## src/design/circ_addr_pkg.sv

```systemverilog
// Package for the circular-buffer address block: register map, field layout, widths.
// Assumes a 32-bit APB master and a 16-bit address generator on the same clock.
package circ_addr_pkg;
  // ==========================================================
  // Widths
  localparam int ADDR_W = 16;
  localparam int PTR_SEL_W = 4;
  // ==========================================================
  // Register byte offsets
  localparam logic [11:0] OFS_CONTROL = 12'h000;
  localparam logic [11:0] OFS_X_START = 12'h004;
  localparam logic [11:0] OFS_X_END = 12'h008;
  localparam logic [11:0] OFS_Y_START = 12'h00c;
  localparam logic [11:0] OFS_Y_END = 12'h010;
  localparam logic [11:0] OFS_STATUS = 12'h014;
  // ==========================================================
  // Control field layout and reset values
  localparam int X_SEL_LSB = 0;
  localparam int Y_SEL_LSB = 4;
  localparam int X_EN_BIT = 15;
  localparam int Y_EN_BIT = 14;
  localparam logic [3:0] SEL_DISABLED = 4'hf;
  localparam logic [15:0] CONTROL_RESET = 16'h00ff;
  localparam logic [15:0] BOUND_RESET = 16'h0000;
  // Byte step of one word access
  localparam logic [15:0] WORD_STEP = 16'h0002;

  // Request from the core address generator
  typedef struct packed {
    logic valid;
    logic [3:0] reg_sel;
    logic [15:0] ea;
    logic decrement;
  } ea_req_t;

  // Adjusted answer
  typedef struct packed {
    logic valid;
    logic [15:0] ea;
    logic wrapped;
  } ea_rsp_t;
endpackage

```

## src/design/modulo_wrap.sv

```systemverilog
// One modulo address unit: checks an effective address against a buffer window.
// Assumes combinational use by the top, which registers the result.
`timescale 1ns/1ps
module modulo_wrap
  import circ_addr_pkg::*;
#(
  parameter bit WORD_ONLY = 1'b0
)(
  input wire logic enable,
  input wire logic [3:0] ptrSel,
  input wire logic [15:0] bufStart,
  input wire logic [15:0] bufEnd,
  input wire ea_req_t req,
  output ea_rsp_t rsp
);
  logic [15:0] ea;
  logic [15:0] lo;
  logic [15:0] hi;
  logic hit;
  always_comb begin
    // Word-only space forces the low bit clear on every address
    ea = WORD_ONLY ? {req.ea[15:1], 1'b0} : req.ea;
    lo = WORD_ONLY ? {bufStart[15:1], 1'b0} : bufStart;
    hi = WORD_ONLY ? {bufEnd[15:1], 1'b0} : bufEnd;
    // Only the selected pointer is steered, and select 15 means off
    hit = enable && (ptrSel != SEL_DISABLED) && (req.reg_sel == ptrSel);
    rsp.valid = req.valid;
    rsp.ea = ea;
    rsp.wrapped = 1'b0;
    // Upper bound checked when incrementing, lower bound when decrementing; both bounds lie inside the window
    if (hit && !req.decrement && (ea > hi)) begin
      rsp.ea = lo;
      rsp.wrapped = 1'b1;
    end else if (hit && req.decrement && (ea < lo)) begin
      rsp.ea = hi;
      rsp.wrapped = 1'b1;
    end
  end
endmodule

```

## src/design/circular_buffer_addressing.sv

```systemverilog
// Circular-buffer address generation with an APB register file.
// Assumes the core address generators sit on sys_clk and present one EA per port per cycle.
`timescale 1ns/1ps
module circular_buffer_addressing
  import circ_addr_pkg::*;
(
  input wire logic sys_clk,
  input wire logic rst,
  input wire logic psel,
  input wire logic penable,
  input wire logic pwrite,
  input wire logic [11:0] paddr,
  input wire logic [31:0] pwdata,
  output logic [31:0] prdata,
  output logic pready,
  output logic pslverr,
  input wire ea_req_t xRdReq,
  input wire ea_req_t xWrReq,
  input wire ea_req_t yReq,
  output ea_rsp_t xRdRsp,
  output ea_rsp_t xWrRsp,
  output ea_rsp_t yRsp
);
  // ==========================================================
  // Register file
  logic [15:0] circularAddrControl;
  logic [15:0] xBufferStart;
  logic [15:0] xBufferEnd;
  logic [15:0] yBufferStart;
  logic [15:0] yBufferEnd;
  logic [2:0] wrapSeen;
  logic setup;
  logic wrAccess;
  logic rdAccess;
  logic mapped;

  assign setup = psel && !penable;
  assign wrAccess = psel && penable && pwrite && pready;
  assign rdAccess = setup && !pwrite;

  always_comb begin
    if (paddr == OFS_CONTROL) begin
      mapped = 1'b1;
    end else if (paddr == OFS_X_START) begin
      mapped = 1'b1;
    end else if (paddr == OFS_X_END) begin
      mapped = 1'b1;
    end else if (paddr == OFS_Y_START) begin
      mapped = 1'b1;
    end else if (paddr == OFS_Y_END) begin
      mapped = 1'b1;
    end else if (paddr == OFS_STATUS) begin
      mapped = 1'b1;
    end else begin
      mapped = 1'b0;
    end
  end

  // No wait state: ready rises in the first access cycle after setup
  always_ff @(posedge sys_clk or posedge rst) begin
    if (rst) begin
      pready <= 1'b0;
    end else begin
      pready <= setup;
    end
  end

  always_ff @(posedge sys_clk or posedge rst) begin
    if (rst) begin
      pslverr <= 1'b0;
    end else begin
      pslverr <= setup && !mapped;
    end
  end

  // Write path; unmapped writes are dropped and flagged by pslverr
  always_ff @(posedge sys_clk or posedge rst) begin
    if (rst) begin
      circularAddrControl <= CONTROL_RESET;
      xBufferStart <= BOUND_RESET;
      xBufferEnd <= BOUND_RESET;
      yBufferStart <= BOUND_RESET;
      yBufferEnd <= BOUND_RESET;
    end else if (wrAccess) begin
      if (paddr == OFS_CONTROL) begin
        circularAddrControl <= pwdata[15:0];
      end else if (paddr == OFS_X_START) begin
        xBufferStart <= pwdata[15:0];
      end else if (paddr == OFS_X_END) begin
        xBufferEnd <= pwdata[15:0];
      end else if (paddr == OFS_Y_START) begin
        yBufferStart <= pwdata[15:0];
      end else if (paddr == OFS_Y_END) begin
        yBufferEnd <= pwdata[15:0];
      end
    end
  end

  // Read data is loaded at setup so it is stable during the access cycle
  always_ff @(posedge sys_clk or posedge rst) begin
    if (rst) begin
      prdata <= 32'h0000_0000;
    end else if (rdAccess) begin
      if (paddr == OFS_CONTROL) begin
        prdata <= {16'h0000, circularAddrControl};
      end else if (paddr == OFS_X_START) begin
        prdata <= {16'h0000, xBufferStart};
      end else if (paddr == OFS_X_END) begin
        prdata <= {16'h0000, xBufferEnd};
      end else if (paddr == OFS_Y_START) begin
        prdata <= {16'h0000, yBufferStart};
      end else if (paddr == OFS_Y_END) begin
        prdata <= {16'h0000, yBufferEnd};
      end else if (paddr == OFS_STATUS) begin
        prdata <= {29'h0000_0000, wrapSeen};
      end else begin
        prdata <= 32'h0000_0000;
      end
    end
  end

  // ==========================================================
  // Address units
  logic xEnable;
  logic yEnable;
  logic [3:0] xSel;
  logic [3:0] ySel;
  ea_rsp_t nextXRd;
  ea_rsp_t nextXWr;
  ea_rsp_t nextY;

  assign xSel = circularAddrControl[X_SEL_LSB +: PTR_SEL_W];
  assign ySel = circularAddrControl[Y_SEL_LSB +: PTR_SEL_W];
  assign xEnable = circularAddrControl[X_EN_BIT];
  assign yEnable = circularAddrControl[Y_EN_BIT];

  // X read and write generators share one buffer; program-space pointers
  // come through the same X ports, so they wrap identically
  modulo_wrap #(.WORD_ONLY(1'b0)) xRdUnit (
    .enable(xEnable),
    .ptrSel(xSel),
    .bufStart(xBufferStart),
    .bufEnd(xBufferEnd),
    .req(xRdReq),
    .rsp(nextXRd)
  );

  modulo_wrap #(.WORD_ONLY(1'b0)) xWrUnit (
    .enable(xEnable),
    .ptrSel(xSel),
    .bufStart(xBufferStart),
    .bufEnd(xBufferEnd),
    .req(xWrReq),
    .rsp(nextXWr)
  );

  modulo_wrap #(.WORD_ONLY(1'b1)) yUnit (
    .enable(yEnable),
    .ptrSel(ySel),
    .bufStart(yBufferStart),
    .bufEnd(yBufferEnd),
    .req(yReq),
    .rsp(nextY)
  );

  // Full 16-bit compare covers a 64 Kbyte window; no register for W14/W15
  // is refused, software must avoid them
  always_ff @(posedge sys_clk or posedge rst) begin
    if (rst) begin
      xRdRsp <= '0;
      xWrRsp <= '0;
      yRsp <= '0;
    end else begin
      xRdRsp <= nextXRd;
      xWrRsp <= nextXWr;
      yRsp <= nextY;
    end
  end

  // Sticky wrap seen: set wins over a clear written to the status word
  always_ff @(posedge sys_clk or posedge rst) begin
    if (rst) begin
      wrapSeen <= 3'h0;
    end else begin
      wrapSeen <= (wrAccess && paddr == OFS_STATUS) ? (wrapSeen & ~pwdata[2:0]) : wrapSeen;
      if (nextXRd.valid && nextXRd.wrapped) wrapSeen[0] <= 1'b1;
      if (nextXWr.valid && nextXWr.wrapped) wrapSeen[1] <= 1'b1;
      if (nextY.valid && nextY.wrapped) wrapSeen[2] <= 1'b1;
    end
  end
endmodule

```

## config.mk

```make
export PLATFORM = sky130hd
export DESIGN_NAME = circular_buffer_addressing
export DESIGN_NICKNAME = d
export VERILOG_FILES = /design/src/design/circ_addr_pkg.sv /design/src/design/modulo_wrap.sv /design/src/design/circular_buffer_addressing.sv
export SDC_FILE = /design/constraint.sdc
export NUM_CORES = 1
export LEC_CHECK = 0
export ABC_AREA = 1
export CORE_MARGIN = 5
export CORE_UTILIZATION = 50
export CTS_BUF_LIST = sky130_fd_sc_hd__clkbuf_4 sky130_fd_sc_hd__clkbuf_8 sky130_fd_sc_hd__clkbuf_16
export CTS_CLUSTER_DIAMETER = 100
export DETAILED_ROUTE_END_ITERATION = 8
export DONT_BUFFER_PORTS = 1
export GPL_ROUTABILITY_DRIVEN = 0
export PLACE_DENSITY_LB_ADDON = 0.08
export SLEW_MARGIN = 20
export SYNTH_ARGS = -nofsm -noshare
export SYNTH_HDL_FRONTEND = slang
export SYNTH_SLANG_ARGS = --single-unit
```

## constraint.sdc

```tcl
create_clock -name sys_clk -period 5.8 [get_ports sys_clk]
set_input_delay 0.87 -clock sys_clk [delete_from_list [all_inputs] [get_ports sys_clk]]
set_output_delay 0.87 -clock sys_clk [all_outputs]
set_load 0.01 [all_outputs]
```

==> results.toml, run 1 <==
[setup_path]
required_ns = 6.08
critical_path_class = "register to register"
start_kind = "register"
critPathSlowestCell = "nand2_1"
max_stage_delay_ns = 0.57
cp_top_family = "simple AND/OR/NAND/NOR gates"
r2r_setup_slack_ns = 2.97
r2r_start = "xBufferStart[5]"
arrival_ns = 3.11
reg2reg_depth = 12
crit_top_cell = "nand2_1"
cp_cell_sequence = "inv_1 > ha_1 > a21oi_1 > nor2_1 > nor3_1 > nand2_1 > nand2_1 > nand3_4 > nand2_1 > nand2_1 > nand2_1 > nand2_1"
r2r_end = "xWrRsp[15]"
critPathBufInv = 1
endpoint_kind = "register"
cp_max_fo = 17

[floorplan]
core_area_sq_um = 19530
dieArea_sq_um = 22830
io_pins = 203
fp-row-count = 51
initial_core_util_pct = 50.99
fp.dieW_microns = 151.1
die_y_microns = 151.1

[sta]
rsz0062_at_grt = "false"
maxSlewHeadroom_pct = 28.36
fin_skew_ns = 0.008698
finalHoldViolCount = 0
drv_slew = 0
min_period_over_period_pct = 48.84
fin_tns_setup_ns = 0
finalSetupViolations = 0
period_minus_slack_ns = 2.833
worst_slew_pin_slew_ns = 1.072
max_freq_mhz = 353.0

[grt]
antenna_found_initial = 0
first_global_vias = 8023
grt_max_degree = 115
grt_usage_pct = 25.84
grt_pass1_wl_mm = 45.07
grt_overflow = 0

[placed_design]
hpwlAfterDp_mm = 21.77
io_buffer_count = 0
dpl_cell_area_sq_um = 10030

[synth]
synth_warnings = 0
ys_types = 38
synth_edf_count = 0
ys.flop_type = "dfrtp_1"
ys_async_sr_fraction_pct = 100.0
syn_inst = 1328
synth.avg_cell_area_sq_um = 7.497
ys_ff_latch = 154
synth-seq-area-share_pct = 38.81
syn_area_sq_um = 9956

[outcome]
status = "completed"

[power_and_ir_drop]
seqPwrFrac_pct = 47.9
p_int_mw = 1.761
vdd_drop_max_uv = 199.8
pwr-share-clk_pct = 43.2
power_frac_comb_pct = 8.9
p_leak_nw = 5.228
power.density_nw_per_um2 = 226.2
switching_power_uw = 631.4
p_sw_share_pct = 26.40

[final_layout]
most-common-layout-cells = "509 x nand2_1, 146 x dfrtp_1, 139 x inv_1"
diodes = 0
layout_commonest_cell = "nand2_1"
fin_area_sq_um = 10580
nets = 1515
nFillCells = 1933
drive_above_1_share_pct = 8.018
area_growth_pct = 6.234

[clock_network]
clock_sinks = 154
clockBufferDepth = 2
cts-buffers-inserted = 17
clock-root-buffer = "clkbuf_16"
cts_tree = "built"
cts_hold_buffers = 0
insertion_delay_ns = 0.42
htreeDepth = 4
ctsResizeCount = 0
cts_setup_buffers = 0
clk_pin_slew_ns = 0.07

[routing]
drtIter0Drc = 593
routed_wl_mm = 28.84
viasPerCell = 5.347
routedWlPerCell_microns = 18.18
ant_nets = 0
post-route-drc-count = 0
vias = 8485
first_pass_iters = 5

[min_path]
hold_class = "primary input to async pin"

[run]
max_cap_violations = 0
[power by group through the flow]
stage	logic, mW	registers [mW]	clock network, mW
2_1_floorplan	0.171	1.16	0
3_3_place_gp	0.207	1.17	0
3_5_place_dp	0.212	1.17	0
4_1_cts	0.214	1.15	1.04
5_1_grt	0.250	1.15	1.09
6_report	0.213	1.15	1.03
[area by class of cell]
type,count,area [sq um],area share [%]
multi-input combinational,984,5243,49.57
timing repair buffer,5,37.54,0.3549
clock inverter,11,73.82,0.6980
sequential,154,3864,36.53
clock buffer,21,467.9,4.424
tap,265,331.6,3.135
inverter,147,559.3,5.288
[sequential cells by signal (all words and copies together), names as in the netlist]
signal	count
yBufferEnd	16
xWrRsp	18
yRsp	17
wrapSeen	3
circularAddrControl	16
pslverr	1
xBufferEnd	16
pready	1
xBufferStart	16
xRdRsp	18
prdata	16
yBufferStart	16
[cells in the mapped netlist (2+ instances only)]
master    count  area, sq um
nand2_1     509         1911
dfrtp_1     146         3654
inv_1       140        525.5
o21ai_0      97        485.5
ha_1         91         1139
nand4_1      54        337.8
nand3_1      51        255.2
nor2_1       45        168.9
a21oi_1      43        215.2
buf_4        21        157.7
clkbuf_1     19        71.32
o21ai_2      16        140.1
or2_2        13        81.33
buf_2         9        45.04
dfstp_2       8        210.2
buf_6         7        78.83
inv_2         7        26.28
xor2_1        7        61.31
o21ai_1       6        30.03
nand2_2       5        31.28
nor2_4        5        56.30
nand3_4       4        70.07
nor3_1        4        20.02
nor4_1        3        18.77
a21oi_2       2        17.52
buf_1         2        7.510
nand3_2       2        20.02
nor3b_1       2        15.01
[routing by layer]
metal | vias up | track usage, % | routed length (microns)
met5 | - | 0 | 0
met2 | 312 | 41.37 | 13670
met1 | 3935 | 35.58 | 12320
met3 | 39 | 5.476 | 2389
li1 | 4199 | - | -
met4 | 0 | 7.208 | 463
[worst register-to-register path, stage by stage (launching register included)]
cell and delay [ns]:
dfrtp_1 0.48, inv_1 0.11, ha_1 0.30, a21oi_1 0.15, nor2_1 0.05, nor3_1 0.15, nand2_1 0.08, nand2_1 0.57
nand3_4 0.42, nand2_1 0.15, nand2_1 0.05, nand2_1 0.05, nand2_1 0.13
[per-stage QoR]
step,total power [mW],setup WS [ns],hold WS [ns],util (%),cells
floorplan,1.329,0.7934,0.4530,-,1344
global placement,1.374,2.641,0.4672,51.35,1555
detailed placement,1.379,2.612,0.4740,51.35,1555
CTS,2.406,3.025,0.4602,54.13,1587
global route,2.495,2.745,0.4485,54.17,1587
finish,2.392,2.967,0.4585,54.17,1587
[kinds of logic (layout without fill, tap and decap cells)]
family | Yosys count | count (layout) | share of synthesized area [%]
AO/OA/AOI/OAI | 165 | 165 | 8.998
flip-flops | 154 | 154 | 38.81
buffers and inverters | 206 | 184 | 9.212
adder cells (fa/ha/maj) | 91 | 91 | 11.44
AND/OR/NAND/NOR | 703 | 703 | 30.80
other | 1 | 17 | 0.03767
XOR/XNOR | 8 | 8 | 0.7038
[how the worst max path moves through the flow]
stage	from	endpoint	slack (ns)	cells after the start
CTS	xBufferStart[5]	xWrRsp[15]	3.03	12
global placement	paddr[1]	xBufferStart[1]	2.64	5
finish	xBufferStart[5]	xWrRsp[15]	2.97	12
floorplan	rst	circularAddrControl[10]	0.79	1
global route	xBufferStart[5]	xWrRsp[11]	2.74	12
detailed placement	paddr[1]	xBufferStart[11]	2.61	5
Power figures use the tool's default switching activity.
==> inputs of run 2 (changes only) <==
clock period = 2.6 ns   (was 5.8 ns; I/O delays follow)
==> run 2 against run 1 <==
Effect of this change: final area is 2.9% higher; register-to-register slack worse by 2.7 ns; clock power rose to 2.5 times the previous value; global-route usage grew 0.30 points; largest cell class unchanged; sequential cell count stayed put; critical endpoint is now xWrRsp[14]; worst hold slack worse by 0.40 ns; utilization up 1.6 points; sequential power increased by 120%.
==> results.toml, run 2 (synthesis results as in run 1) <==
[clock_network]
cts-buffers-inserted = 17
htreeDepth = 4
clock_sinks = 154
cts_setup_buffers = 0
cts_tree = "built"
clk_pin_slew_ns = 0.06
insertion_delay_ns = 0.42
clock-root-buffer = "clkbuf_16"
clockBufferDepth = 2

[floorplan]
fp-row-count = 51
die_y_microns = 151.1
fp.dieW_microns = 151.1
dieArea_sq_um = 22830
initial_core_util_pct = 50.99
core_area_sq_um = 19530
io_pins = 203

[grt]
use_met2_pct = 42.13
met3_usage_pct = 5.865
grt_max_degree = 64
first_global_vias = 8203
antenna_found_initial = 1
grt_usage_pct = 26.14
met1_usage_pct = 35.75
grt-busiest-layer = "met2"
grt_pass1_wl_mm = 45.85
grt_overflow = 0

[setup_path]
arrival_ns = 2.66
critPathSlowestCell = "dfrtp_1"
endpoint_kind = "register"
crit_top_cell = "nand2_1"
required_ns = 2.90
critical_path_class = "register to register"
cp_cell_sequence = "inv_1 > ha_1 > a21oi_1 > nor2_1 > nor3b_1 > nand2_1 > nand2_1 > nand2_1 > nand2_2 > inv_2 > nand2_1 > nand2_1"
cp_max_fo = 16
max_stage_delay_ns = 0.43
start_kind = "register"

[sta]
max_freq_mhz = 422.5
drv_slew = 0
finalSetupViolations = 0
fin_skew_ns = 0.01061
maxSlewHeadroom_pct = 61.62
finalHoldViolCount = 0
fin_tns_setup_ns = 0
min_period_over_period_pct = 91.03
worst_slew_pin_slew_ns = 0.5745
period_minus_slack_ns = 2.367
rsz0062_at_grt = "false"

[final_layout]
multi_input_area_sq_um = 5238
nFillCells = 1890
most-common-layout-cells = "509 x nand2_1, 146 x dfrtp_1, 139 x inv_1"
layout_commonest_cell = "nand2_1"
regArea_sq_um = 3864
nets = 1543
largestRegisters = "xRdRsp x18, xWrRsp x18, yRsp x17"
drive_above_1_share_pct = 9.630
area_growth_pct = 9.312
diodes = 0

[routing]
first_pass_iters = 5
routed_wl_mm = 28.97
viasPerCell = 5.289
drtIter0Drc = 696
post-route-drc-count = 0
ant_nets = 0
routedWlPerCell_microns = 17.94
vias = 8542

[run]
max_cap_violations = 0

[power_and_ir_drop]
totalPowerFinal_mw = 5.635
power.density_nw_per_um2 = 517.8
p_leak_nw = 5.405
vdd_drop_max_uv = 466.5

[placed_design]
io_buffer_count = 0
hpwlAfterDp_mm = 22.52

[min_path]
hold_class = "primary input to register"

[outcome]
status = "completed"
==> run 2: changes by cell type in the layout (fill, tap and decap cells not counted), sizes merged <==
cell / delta
clkbuf: -3
clkinv: +4
buf: +24
dlygate4sd3: +4
clkinvlp: -3
inv: -1
bufinv: +3
==> run 2: repair_timing <==
action                                 in CTS  in global routing
gates resized for setup                     0                  0
endpoints found under the hold margin      21                  0
hold buffers                                4                  0
setup endpoints to repair                   0                  0
==> run 2: report_power, final <==
| part | switching [mW] | total, mW | leakage [nW] | internal (mW) |
|---|---|---|---|---|
| registers | 0.0831 | 2.56 | 1.98 | 2.47 |
| logic | 0.309 | 0.486 | 3.13 | 0.177 |
| clock network | 1.05 | 2.59 | 0.296 | 1.54 |
==> run 2: layout make-up <==
type / count / area share [%]
multi-input combinational: 984 / 48.13
sequential: 154 / 35.50
inverter: 147 / 5.105
clock buffer: 18 / 4.035
tap: 265 / 3.047
timing repair buffer: 33 / 2.598
clock inverter: 14 / 1.587
==> run 2: path summary, 6_finish.rpt <==
kind,depth (start not counted),slack [ns],from,endpoint
min in group asynchronous,2,0.51,rst,yBufferStart[9]
hold / removal,1,0.06,penable,pready
max in group asynchronous,3,1.28,rst,xWrRsp[7]
hold reg to reg,2,0.49,circularAddrControl[9],circularAddrControl[9]
setup / recovery,12,0.23,xBufferEnd[5],xWrRsp[14]
setup reg to reg,12,0.23,xBufferEnd[5],xWrRsp[14]
==> run 2: critical path, delay by kind of cell, from the launching register on <==
kind / cells / cell delay, ns
buffers and inverters: 2 / 0.37
adder cells (fa/ha/maj): 1 / 0.28
flip-flops: 1 / 0.43
AND/OR/NAND/NOR: 8 / 1.00
AO/OA/AOI/OAI: 1 / 0.16
==> run 2: routing by layer <==
metal	wire length (microns)	up-vias	share of wire [%]
met4	564	2	1.9
li1	-	4249	-
met2	13590	316	47
met1	12760	3933	44
met5	20	-	0.069
met3	2038	42	7.0
==> run 2: per-stage QoR <==
step           cells  setup slack, ns  area [sq um]  util (%)  hold WS (ns)
6_report        1615           0.2331         10880     55.74       0.05980
5_1_grt         1615           0.1151         10880     55.74       0.06144
4_1_cts         1615           0.2677         10880     55.74       0.05019
3_5_place_dp    1579           0.2779         10230     52.40        0.3548
3_3_place_gp    1579           0.3433         10230     52.40        0.3554
2_1_floorplan   1344           0.2716         10020         -        0.4214
